$ cat config.mk
export PLATFORM = sky130hd
export DESIGN_NAME = ulpi_command_status_layer
export DESIGN_NICKNAME = d
export VERILOG_FILES = /design/src/hdl/ulpi_cmd_pkg.sv /design/src/hdl/ulpi_command_status_layer.sv /design/src/hdl/ulpi_sync2.sv
export SDC_FILE = /design/constraint.sdc
export NUM_CORES = 1
export LEC_CHECK = 0
export ABC_AREA = 1
export BUFFER_PORTS_ARGS = -buffer_cell sky130_fd_sc_hd__buf_2
export CORE_UTILIZATION = 35
export DETAILED_ROUTE_END_ITERATION = 8
export GPL_TIMING_DRIVEN = 0
export SYNTH_ARGS = -nofsm -noshare
export SYNTH_HDL_FRONTEND = slang
export SYNTH_HIERARCHICAL = 1
export SYNTH_SLANG_ARGS = --single-unit
$ cat constraint.sdc
create_clock -name CLK_IN -period 2.2 [get_ports CLK_IN]
set_input_delay 0.44 -clock CLK_IN [delete_from_list [all_inputs] [get_ports CLK_IN]]
set_output_delay 0.44 -clock CLK_IN [all_outputs]
set_load 0.03 [all_outputs]
$ cat src/hdl/ulpi_cmd_pkg.sv
// shared constants for the link command and status layer
package ulpi_cmd_pkg;
  localparam int          DATA_W          = 8;
  localparam logic [1:0]  TYPE_IDLE       = 2'h0;
  localparam logic [1:0]  TYPE_TRANSMIT   = 2'h1;
  localparam logic [1:0]  TYPE_WRITE      = 2'h2;
  localparam logic [1:0]  TYPE_READ       = 2'h3;
  localparam logic [5:0]  PAYLOAD_ZERO    = 6'h00;
  localparam logic [5:0]  PAYLOAD_EXT     = 6'h2F;
  localparam int          TYPE_MSB        = 7;
  localparam int          TYPE_LSB        = 6;
  localparam int          LINE_LSB        = 0;
  localparam int          VBUS_LSB        = 2;
  localparam int          EVENT_LSB       = 4;
  localparam int          ID_BIT          = 6;
  localparam int          ALT_BIT         = 7;
  localparam logic [1:0]  VBUS_BELOW_END  = 2'h0;
  localparam logic [1:0]  VBUS_END_TO_VLD = 2'h1;
  localparam logic [1:0]  VBUS_SESS_VLD   = 2'h2;
  localparam logic [1:0]  VBUS_VBUS_VLD   = 2'h3;
  localparam logic [1:0]  EVENT_NONE      = 2'h0;
  localparam logic [1:0]  EVENT_ACTIVE    = 2'h1;
  localparam logic [1:0]  EVENT_ERROR     = 2'h3;
  localparam logic [1:0]  EVENT_DISCON    = 2'h2;
  localparam logic [1:0]  XCVR_HS         = 2'h0;
  localparam logic [7:0]  DATA_RESET      = 8'h00;
  localparam longint      CLK_HZ          = 125000000;
  localparam longint      ID_SETTLE_MS    = 50;
  localparam longint      ID_SETTLE_CYC   = (ID_SETTLE_MS * CLK_HZ) / 1000;
endpackage

$ cat src/hdl/ulpi_command_status_layer.sv
// transceiver side command decode and status byte sender
`timescale 1ns/1ps
module ulpi_command_status_layer
  import ulpi_cmd_pkg::*;
#(
  parameter longint ID_SETTLE_CYCLES = ID_SETTLE_CYC
) (
  input  wire logic                           CLK_IN,
  input  wire logic                           RST_IN,
  input  wire logic [ulpi_cmd_pkg::DATA_W-1:0] DATA_IN,
  output logic      [ulpi_cmd_pkg::DATA_W-1:0] DATA_OUT,
  output logic      [ulpi_cmd_pkg::DATA_W-1:0] DATA_OE_N_OUT,
  output logic                                DIR_OUT,
  output logic                                NXT_OUT,
  input  wire logic                           DP_IN,
  input  wire logic                           DM_IN,
  input  wire logic                           SQUELCH_IN,
  input  wire logic                           HS_DIFF_IN,
  input  wire logic                           ID_IN,
  input  wire logic                           SESS_END_IN,
  input  wire logic                           SESS_VLD_IN,
  input  wire logic                           VBUS_VLD_IN,
  input  wire logic                           BVALID_IN,
  input  wire logic                           RX_ACTIVE_IN,
  input  wire logic                           RX_ERROR_IN,
  input  wire logic                           HOST_DISCON_IN,
  input  wire logic [1:0]                     XCVR_SELECT_IN,
  input  wire logic                           TERM_SELECT_IN,
  input  wire logic                           ID_PULLUP_IN,
  input  wire logic                           VBUS_RISE_EN_IN,
  input  wire logic                           VBUS_FALL_EN_IN,
  input  wire logic                           BVALID_RISE_EN_IN,
  input  wire logic                           BVALID_FALL_EN_IN,
  input  wire logic                           TX_DONE_IN,
  output logic                                IDLE_CMD_OUT,
  output logic                                TX_START_OUT,
  output logic                                TX_PIDLESS_OUT,
  output logic [3:0]                          TX_PID_OUT,
  output logic                                REG_WRITE_OUT,
  output logic                                REG_READ_OUT,
  output logic [7:0]                          REG_ADDR_OUT,
  output logic                                USB_DRIVE_OUT,
  output logic                                ILLEGAL_CMD_OUT,
  output logic                                ID_VALID_OUT
);
  import ulpi_cmd_pkg::*;

  typedef enum logic [2:0] {
    ST_IDLE,
    ST_EXT_ADDR,
    ST_PIDLESS_DATA,
    ST_TX_BUSY,
    ST_STATUS
  } state_e;

  localparam int SYNC_W = 16;
  localparam logic [31:0] ID_LIMIT = 32'(ID_SETTLE_CYCLES);

  ////////////////////////////////////////////////////////////////////////////
  // pin synchronisation
  logic [SYNC_W-1:0] pins_raw;
  logic [SYNC_W-1:0] pins_s;
  logic [7:0]        data_s;

  // front-end levels are asynchronous to the link clock
  assign pins_raw = {DP_IN,
                     DM_IN,
                     SQUELCH_IN,
                     HS_DIFF_IN,
                     ID_IN,
                     SESS_END_IN,
                     SESS_VLD_IN,
                     VBUS_VLD_IN,
                     BVALID_IN,
                     RX_ACTIVE_IN,
                     RX_ERROR_IN,
                     HOST_DISCON_IN,
                     4'h0};

  ulpi_sync2 #(.W(SYNC_W)) u_pin_sync (
    .clk_in (CLK_IN),
    .rst_in (RST_IN),
    .d_in   (pins_raw),
    .q_out  (pins_s)
  );

  // link data is on the same interface clock, no synchroniser needed
  assign data_s = DATA_IN;

  logic dp_s;
  logic dm_s;
  logic sq_s;
  logic hsd_s;
  logic id_s;
  logic send_s;
  logic svld_s;
  logic vvld_s;
  logic bvld_s;
  logic rxa_s;
  logic rxe_s;
  logic disc_s;
  assign {dp_s, dm_s, sq_s, hsd_s, id_s, send_s, svld_s, vvld_s, bvld_s,
          rxa_s, rxe_s, disc_s} = pins_s[SYNC_W-1:4];

  ////////////////////////////////////////////////////////////////////////////
  // status field encoding
  logic [1:0] line_enc;
  logic [1:0] vbus_enc;
  logic [1:0] event_enc;
  logic       hs_mode;
  logic       chirp_mode;

  assign hs_mode    = (XCVR_SELECT_IN == XCVR_HS) && !TERM_SELECT_IN;
  assign chirp_mode = (XCVR_SELECT_IN == XCVR_HS) && TERM_SELECT_IN;

  // full speed passes raw lines; hs reports squelch state, chirp reports squelch then hs differential
  assign line_enc = hs_mode    ? {1'b0, !sq_s} :
                    chirp_mode ? (sq_s ? 2'h0 : (hsd_s ? 2'h1 : 2'h2)) :
                                 {dm_s, dp_s};

  assign vbus_enc = vvld_s ? VBUS_VBUS_VLD :
                    svld_s ? VBUS_SESS_VLD :
                    send_s ? VBUS_BELOW_END : VBUS_END_TO_VLD;

  assign event_enc = disc_s ? EVENT_DISCON :
                     !rxa_s ? EVENT_NONE :
                     rxe_s  ? EVENT_ERROR : EVENT_ACTIVE;

  ////////////////////////////////////////////////////////////////////////////
  // id settle timer, id bit valid once the pull-up has been on long enough
  // limitation: id edges before the settle time are held back, reported once it has passed if the level still differs
  logic [31:0] id_cnt_q;
  logic        id_ok;
  assign id_ok = (id_cnt_q >= ID_LIMIT);

  always_ff @(posedge CLK_IN or posedge RST_IN) begin
    if (RST_IN) id_cnt_q <= 32'h0;
    else if (!ID_PULLUP_IN) id_cnt_q <= 32'h0;
    else if (!id_ok) id_cnt_q <= id_cnt_q + 32'h1;
  end

  ////////////////////////////////////////////////////////////////////////////
  // change detection
  logic [1:0] line_q;
  logic [1:0] vbus_q;
  logic [1:0] event_q;
  logic       id_q;
  logic       bvld_q;
  logic       line_chg;
  logic       vbus_rise;
  logic       vbus_fall;
  logic       vbus_chg;
  logic       event_chg;
  logic       id_chg;
  logic       alt_evt;
  logic       status_evt;
  logic       pend_q;
  logic       alt_pend_q;
  logic [1:0] vbus_next;
  logic       id_next;
  logic       alt_next;
  logic [7:0] status_byte;

  assign line_chg  = (line_enc != line_q);
  assign vbus_rise = (vbus_enc > vbus_q);
  assign vbus_fall = (vbus_enc < vbus_q);
  assign vbus_chg  = (vbus_rise && VBUS_RISE_EN_IN) ||
                     (vbus_fall && VBUS_FALL_EN_IN);
  assign event_chg = (event_enc != event_q);
  assign id_chg    = id_ok && (id_s != id_q);
  assign alt_evt   = (bvld_s && !bvld_q && BVALID_RISE_EN_IN) ||
                     (!bvld_s && bvld_q && BVALID_FALL_EN_IN);
  assign status_evt = line_chg || vbus_chg || event_chg || id_chg || alt_evt;

  // byte carries this cycle's values, so the triggering change is in it
  assign vbus_next   = vbus_chg ? vbus_enc : vbus_q;
  assign id_next     = id_ok ? id_s : id_q;
  assign alt_next    = alt_evt || alt_pend_q;
  assign status_byte = {alt_next, id_next, event_enc, vbus_next, line_enc};

  ////////////////////////////////////////////////////////////////////////////
  // command decode
  logic [1:0] cmd_type;
  logic [5:0] cmd_pay;
  logic       is_idle;
  logic       is_pidless;
  logic       is_pid;
  logic       is_ext_w;
  logic       is_imm_w;
  logic       is_ext_r;
  logic       is_imm_r;
  logic       cmd_legal;

  assign cmd_type   = data_s[TYPE_MSB:TYPE_LSB];
  assign cmd_pay    = data_s[5:0];
  assign is_idle    = (cmd_type == TYPE_IDLE) && (cmd_pay == PAYLOAD_ZERO);
  assign is_pidless = (cmd_type == TYPE_TRANSMIT) && (cmd_pay == PAYLOAD_ZERO);
  assign is_pid     = (cmd_type == TYPE_TRANSMIT) && (cmd_pay[5:4] == 2'h0)
                      && (cmd_pay[3:0] != 4'h0);
  assign is_ext_w   = (cmd_type == TYPE_WRITE) && (cmd_pay == PAYLOAD_EXT);
  assign is_imm_w   = (cmd_type == TYPE_WRITE) && (cmd_pay != PAYLOAD_EXT);
  assign is_ext_r   = (cmd_type == TYPE_READ) && (cmd_pay == PAYLOAD_EXT);
  assign is_imm_r   = (cmd_type == TYPE_READ) && (cmd_pay != PAYLOAD_EXT);
  assign cmd_legal  = is_pidless || is_pid || is_ext_w || is_imm_w ||
                      is_ext_r || is_imm_r;

  ////////////////////////////////////////////////////////////////////////////
  // main sequencer
  state_e state_q, state_d;
  logic   ext_read_q;
  logic   start_status;

  // status only while the bus is ours to turn: idle with link quiet
  // (idle byte on the bus); commands win when both arrive together
  assign start_status = (pend_q || status_evt) && (state_q == ST_IDLE)
                        && is_idle;

  always_comb begin
    state_d = state_q;
    case (state_q)
      ST_IDLE: begin
        if (is_ext_w || is_ext_r) state_d = ST_EXT_ADDR;
        else if (is_pidless) state_d = ST_PIDLESS_DATA;
        else if (is_pid) state_d = ST_TX_BUSY;
        else if (start_status) state_d = ST_STATUS;
      end
      ST_EXT_ADDR:     state_d = ST_IDLE;
      ST_PIDLESS_DATA: state_d = ST_TX_BUSY;
      ST_TX_BUSY:      if (TX_DONE_IN) state_d = ST_IDLE;
      ST_STATUS:       state_d = ST_IDLE;
      default:         state_d = ST_IDLE;
    endcase
  end

  always_ff @(posedge CLK_IN or posedge RST_IN) begin
    if (RST_IN) begin
      state_q    <= ST_IDLE;
      ext_read_q <= 1'b0;
      line_q     <= 2'h0;
      vbus_q     <= VBUS_BELOW_END;
      event_q    <= EVENT_NONE;
      id_q       <= 1'b0;
      bvld_q     <= 1'b0;
      pend_q     <= 1'b0;
      alt_pend_q <= 1'b0;
    end else begin
      state_q <= state_d;
      if (state_q == ST_IDLE) ext_read_q <= is_ext_r;
      line_q  <= line_enc;
      if (vbus_chg) vbus_q <= vbus_enc;
      event_q <= event_enc;
      if (id_ok) id_q <= id_s;
      bvld_q  <= bvld_s;
      // an event in the send cycle rides in that byte, else it stays pending
      pend_q     <= (status_evt || pend_q) && !start_status;
      alt_pend_q <= alt_next && !start_status;
    end
  end

  ////////////////////////////////////////////////////////////////////////////
  // outputs, all registered
  logic in_idle;
  logic send_now;
  logic take_addr;
  logic accept;

  assign in_idle   = (state_q == ST_IDLE);
  assign send_now  = (state_d == ST_STATUS);
  assign take_addr = (state_q == ST_EXT_ADDR);
  assign accept    = in_idle && cmd_legal;

  always_ff @(posedge CLK_IN or posedge RST_IN) begin
    if (RST_IN) begin
      DATA_OUT        <= DATA_RESET;
      DATA_OE_N_OUT   <= 8'hFF;
      DIR_OUT         <= 1'b0;
      NXT_OUT         <= 1'b0;
      IDLE_CMD_OUT    <= 1'b1;
      TX_START_OUT    <= 1'b0;
      TX_PIDLESS_OUT  <= 1'b0;
      TX_PID_OUT      <= 4'h0;
      REG_WRITE_OUT   <= 1'b0;
      REG_READ_OUT    <= 1'b0;
      REG_ADDR_OUT    <= 8'h00;
      USB_DRIVE_OUT   <= 1'b0;
      ILLEGAL_CMD_OUT <= 1'b0;
      ID_VALID_OUT    <= 1'b0;
    end else begin
      NXT_OUT         <= accept || (state_q == ST_PIDLESS_DATA)
                         || take_addr;
      DIR_OUT         <= send_now;
      DATA_OUT        <= send_now ? status_byte : DATA_RESET;
      DATA_OE_N_OUT   <= send_now ? 8'h00 : 8'hFF;
      IDLE_CMD_OUT    <= in_idle && is_idle;
      TX_START_OUT    <= (state_q == ST_IDLE) && (is_pid || is_pidless);
      TX_PIDLESS_OUT  <= (state_q == ST_IDLE) && is_pidless;
      if ((state_q == ST_IDLE) && is_pid) TX_PID_OUT <= data_s[3:0];
      REG_WRITE_OUT   <= ((state_q == ST_IDLE) && is_imm_w) ||
                         ((state_q == ST_EXT_ADDR) && !ext_read_q);
      REG_READ_OUT    <= ((state_q == ST_IDLE) && is_imm_r) ||
                         ((state_q == ST_EXT_ADDR) && ext_read_q);
      if ((state_q == ST_IDLE) && (is_imm_w || is_imm_r))
        REG_ADDR_OUT  <= {2'h0, cmd_pay};
      else if (state_q == ST_EXT_ADDR)
        REG_ADDR_OUT  <= data_s;
      USB_DRIVE_OUT   <= (state_d == ST_TX_BUSY);
      ILLEGAL_CMD_OUT <= (state_q == ST_IDLE) && !is_idle && !cmd_legal;
      ID_VALID_OUT    <= id_ok;
    end
  end
endmodule

$ cat src/hdl/ulpi_sync2.sv
// two-flop synchroniser for a bundle of pin levels
`timescale 1ns/1ps
module ulpi_sync2 #(
  parameter int W = 1
) (
  input  wire logic         clk_in,
  input  wire logic         rst_in,
  input  wire logic [W-1:0] d_in,
  output logic      [W-1:0] q_out
);
  logic [W-1:0] meta_q;

  // first stage feeds only the second
  always_ff @(posedge clk_in or posedge rst_in) begin
    if (rst_in) begin
      meta_q <= '0;
      q_out  <= '0;
    end else begin
      meta_q <= d_in;
      q_out  <= meta_q;
    end
  end
endmodule

==> results.yml, run 1 <==
outcome:
  status: "completed"
floorplan:
  die_h_microns: 115
  start_util_pct: 35.8
  io_pins: 69
  die_x_microns: 115
  rows: 41
  design.die.area_sq_mm: 0.0133
  fp.coreArea_sq_mm: 0.0126
layout:
  multiInputGateArea_sq_mm: 0.00159
  layout_commonest_cell: "nand2_1"
  drive_above_1_share_pct: 23.1
  antenna_cells: 0
  seq_area_sq_mm: 0.00253
  fin_area_sq_mm: 0.00542
  n_fill_cell: 1240
  layout_common_cells: "nand2_1 (127), dfrtp_1 (99), buf_2 (71), inv_1 (67), nor2_1 (44)"
  layoutNonFillerInstCount: 775
  final_nets: 633
  syn_to_final_growth_pct: 20.4
min_path:
  worst_hold_path_type: "in2reg"
timing:
  fin_worst_skew_ps: 8.29
  finalSetupViolCount: 0
  hold_viol: 0
  drv_slew: 0
  timing.fmax_ghz: 0.486
  slew_headroom_pct: 40.9
  fin_crit_sh_pct: 93.6
  worstMarginPinSlew_ps: 885
  min_period_ps: 2060
cts:
  cts_buffer_depth: 2
  cts_buffers: 9
  h-tree-depth: 3
  cts.clk_slew.worst_paths_ps: 70
  cts_root_buffer: "clkbuf_16"
  clk_latency_ps: 340
  cts_tree: "done"
  cts_setup_buffers: 0
  cts_sinks: 101
routing:
  via_per_inst: 4.49
  drtAntennaViolNets: 0
  drt_pass1_iterations: 6
  routedWlPerCell_microns: 12.1
  vias: 3477
  drc_errors: 0
  drt_iter0_drc: 160
  wl_microns: 9400
critical_path:
  crit_fanout: 5
  critPathKind: "reg2reg"
  cp-end-kind: "flip-flop"
  cp-start-kind: "flip-flop"
  required_ps: 2440
  crit_arrival_ps: 2290
pwr:
  power.density_mw_per_mm2: 870
  p_total_uw: 4720
  peakVddDrop_v: 0.000587
  p_leak_uw: 0.00265
global_route:
  grt_use_met3_pct: 2.46
  grt_usage_pct: 15.4
  antenna_found_initial: 0
  grt_max_degree: 40
  first_global_vias: 3513
  grt-ovfl-total: 0
  grtUsageMet2_pct: 26.7
  grt_pass1_wl_microns: 15900
  grt_use_met1_pct: 19.0
  top_usage_layer: "met2"
yosys:
  yosys_warnings: 6
  synth_area_sq_mm: 0.00450
  syn_avg_cell_area_sq_um: 8.71
  syn_nets: 552
  synthCells: 517
placed_design:
  place.gp.congestion: 0.853
  dp_hpwl_microns: 6930
  dpl_cell_area_sq_mm: 0.00508
  io_buffer_count: 68
  dp.cells: 758
flow_run:
  cap_violations: 0
layer usage:
layer  vias up  part of all wire (%)  wire length [microns]
li1       1778                     -                      -
met1      1629                    45                   4260
met2        56                    50                   4670
met3        14                   3.0                    280
met4         0                   2.0                    189
met5         -                     0                      0
critical path: stages (launching register included):
cell	delay, ps
dfrtp_1	370
or2_2	300
ha_1	290
nand2_1	90
nand3b_1	100
nand2_2	80
nand2_1	60
nor2_2	90
nand2_1	70
nor2_2	130
nand2_2	90
nand2_4	100
clkbuf_16	150
nor2_2	30
power breakdown:
group / switching [uW] / internal [uW] / total (uW)
clock network: 676 / 880 / 1560
registers: 102 / 2070 / 2170
logic: 704 / 292 / 996
flip-flops by register name, summed over array words and instances, names as in the netlist, 2 cells and up:
register / flops
DATA_OUT: 8
REG_ADDR_OUT: 8
TX_PID_OUT: 4
event_q: 2
id_cnt_q: 32
line_q: 2
state_q: 3
u_pin_sync/meta_q: 12
u_pin_sync/q_out: 12
vbus_q: 2
cell type report:
type,count,area share [%]
sequential,101,46.7
clock inverter,6,1.18
inverter,76,5.38
timing repair buffer,70,7.11
tap,172,3.97
buffer,15,2.17
multi-input combinational,325,29.3
clock buffer,10,4.22
stage by stage:
stage          utilization, %  hold slack [ps]  setup slack (ps)  TNS (ps)
4_1_cts                  42.8              195              61.5         0
3_3_place_gp             40.3              331               115         0
3_5_place_dp             40.4              336              73.8         0
2_1_floorplan               -              331               306         0
6_report                 43.1              203               142         0
5_1_grt                  43.1              193             -20.8     -93.8
worst paths after layout:
path / cells past startpoint / endpoint / startpoint / slack (ps)
worst max register to register: 13 / DATA_OUT[3]$_DFF_PP0_ / u_pin_sync/q_out[9]$_DFF_PP0_ / 140
worst min-delay path: 1 / u_pin_sync/meta_q[9]$_DFF_PP0_ / SESS_VLD_IN / 200
worst min register to register: 0 / u_pin_sync/q_out[10]$_DFF_PP0_ / u_pin_sync/meta_q[10]$_DFF_PP0_ / 350
max in group asynchronous: 3 / DATA_OE_N_OUT[6]$_DFF_PP1_ / RST_IN / 1200
worst max-delay path: 13 / DATA_OUT[3]$_DFF_PP0_ / u_pin_sync/q_out[9]$_DFF_PP0_ / 140
min in group asynchronous: 2 / line_q[0]$_DFF_PP0_ / RST_IN / 280
timing repair:
| item | in CTS | in global routing |
|---|---|---|
| endpoints found under the setup margin | 0 | 9 |
| hold buffers | 0 | 0 |
| gates resized for setup | 0 | 6 |
Power figures use the tool's default switching activity.
==> inputs of run 2 (changes only) <==
- CELL_PAD_IN_SITES_DETAIL_PLACEMENT: default -> 1
- CELL_PAD_IN_SITES_GLOBAL_PLACEMENT: default -> 1
- PLACE_DENSITY_LB_ADDON: default -> 0.1
==> results.yml, run 2 (same netlist as run 1, synthesis figures left out) <==
layout:
  antenna_cells: 0
  largest_reg_flops: 32
  syn_to_final_growth_pct: 21.4
  drive_above_1_share_pct: 23.7
  final_nets: 634
  reg_top3: "id_cnt_q x32, u_pin_sync/meta_q x12, u_pin_sync/q_out x12"
  layout_commonest_cell: "nand2_1"
  regMostFlops: "id_cnt_q"
  final_util_pct: 43.5
  layout_common_cells: "nand2_1 (126), dfrtp_1 (99), buf_2 (71), inv_1 (67), nor2_1 (45)"
global_route:
  grt_usage_pct: 18.0
  top_usage_layer: "met2"
  grt-ovfl-total: 0
  grt_max_degree: 38
  antenna_found_initial: 0
  grt_pass1_wl_microns: 18200
  first_global_vias: 3719
  grtUsageMet2_pct: 31.2
  grt_use_met3_pct: 4.24
  grt_use_met1_pct: 22.1
critical_path:
  crit_path_frequent_cell: "nand2_1"
  crit_start: "u_pin_sync/q_out[9]$_DFF_PP0_"
  critPathKind: "reg2reg"
  crit_fanout: 5
  cp-end-kind: "flip-flop"
  crit_path_cell_trace: "or2_4 -> ha_4 -> nand2_2 -> nand2_1 -> nand2_1 -> nand2_2 -> nand2_1 -> nor2_1 -> nand2_1 -> nor2_2 -> nand2_2 -> nand2_4 -> clkbuf_16 -> nor2_2"
  slowest_stage: "dfrtp_1"
  max_stage_delay_ps: 380
  r2r-start: "u_pin_sync/q_out[9]$_DFF_PP0_"
  crit_arrival_ps: 2240
  required_ps: 2450
  cp-start-kind: "flip-flop"
floorplan:
  io_pins: 69
  die_h_microns: 115
  design.die.area_sq_mm: 0.0133
  rows: 41
  die_x_microns: 115
  fp.coreArea_sq_mm: 0.0126
  start_util_pct: 35.8
timing:
  setup_tns_ps: 0
  slew_headroom_pct: 42.0
  fin_crit_sh_pct: 90.1
  drv_slew: 0
  min_period_ps: 1980
  timing.fmax_ghz: 0.504
  hold_viol: 0
  rsz0062_at_grt: "no"
  finalSetupViolCount: 0
  fin_worst_skew_ps: 7.48
  hold_slack_ps: 25.5
  worstMarginPinSlew_ps: 869
pwr:
  p_leak_uw: 0.00267
  peakVddDrop_v: 0.000485
  power.density_mw_per_mm2: 879
routing:
  drc_errors: 0
  drt_iter0_drc: 123
  routedWlPerCell_microns: 14.0
  drtAntennaViolNets: 0
  via_per_inst: 4.63
  vias: 3591
  drt_pass1_iterations: 4
  wl_microns: 10800
flow_run:
  cap_violations: 0
min_path:
  worst_hold_path_type: "in2async"
cts:
  cts_root_buffer: "clkbuf_16"
  cts_sinks: 101
  cts_tree: "done"
  cts.clk_slew.worst_paths_ps: 80
  h-tree-depth: 3
  clk_latency_ps: 350
  cts_setup_buffers: 0
  cts_hold_buf: 0
  cts_buffer_depth: 2
  post_cts_resized: 0
  cts_buffers: 9
outcome:
  status: "completed"
placed_design:
  place.gp.congestion: 0.837
  dp_hpwl_microns: 7960
  io_buffer_count: 68
run 2: cell count changes in the layout (fill, tap and decap cells not counted), sizes merged:
cell    delta
bufinv     -1
inv        +3
clkbuf     -1
buf        +1
clkinv     -1
run 2: layout make-up:
cell class              instances  area, sq um
clock inverters                 7         76.3
well taps                     172          215
multi-input cells             325         1610
clock buffers                   9          225
repair buffers                 71          405
fillers                      1529         7100
flip-flops and latches        101         2530
plain buffers                  15          118
inverters                      76          292
run 2: metal layers:
layer | share of wire [%] | vias to the layer above
met3 | 2.8 | 15
li1 | - | 1781
met1 | 45 | 1754
met2 | 51 | 41
met4 | 1.6 | 0
met5 | 0 | -
run 2: path summary, 6_finish.rpt:
path,to,depth (start not counted),slack [ps]
min in group CLK_IN,u_pin_sync/meta_q[13]$_DFF_PP0_,1,180
max in group asynchronous,u_pin_sync/meta_q[11]$_DFF_PP0_,2,1380
worst max register to register,DATA_OUT[3]$_DFF_PP0_,14,220
worst min-delay path,DATA_OUT[5]$_DFF_PP0_,2,30
worst min register to register,u_pin_sync/q_out[13]$_DFF_PP0_,0,350
worst max-delay path,DATA_OUT[3]$_DFF_PP0_,14,220
run 2: power by group:
part / internal (uW) / leakage [uW] / total [uW] / switching [uW]
Clock: 804 / 0.000140 / 1600 / 795
Combinational: 308 / 0.00123 / 1040 / 731
Sequential: 2060 / 0.00129 / 2170 / 105
run 2: worst max-delay path: cells and delay by family (launching register included):
family,cells,cell delay [ps]
simple gates,12,1050
flops,1,380
fa+ha+maj,1,270
buf+inv,1,160
run 2: stage by stage:
step | total power, uW | worst slack, ps | instance area, sq um | std cells
4_1_cts | 4850 | 32.7 | 5410 | 775
3_3_place_gp | 3190 | 76.4 | 5060 | 757
5_1_grt | 5080 | 42.5 | 5470 | 776
6_report | 4810 | 217 | 5470 | 776
3_5_place_dp | 3230 | 52.3 | 5100 | 759
2_1_floorplan | 2900 | 306 | 4510 | 517
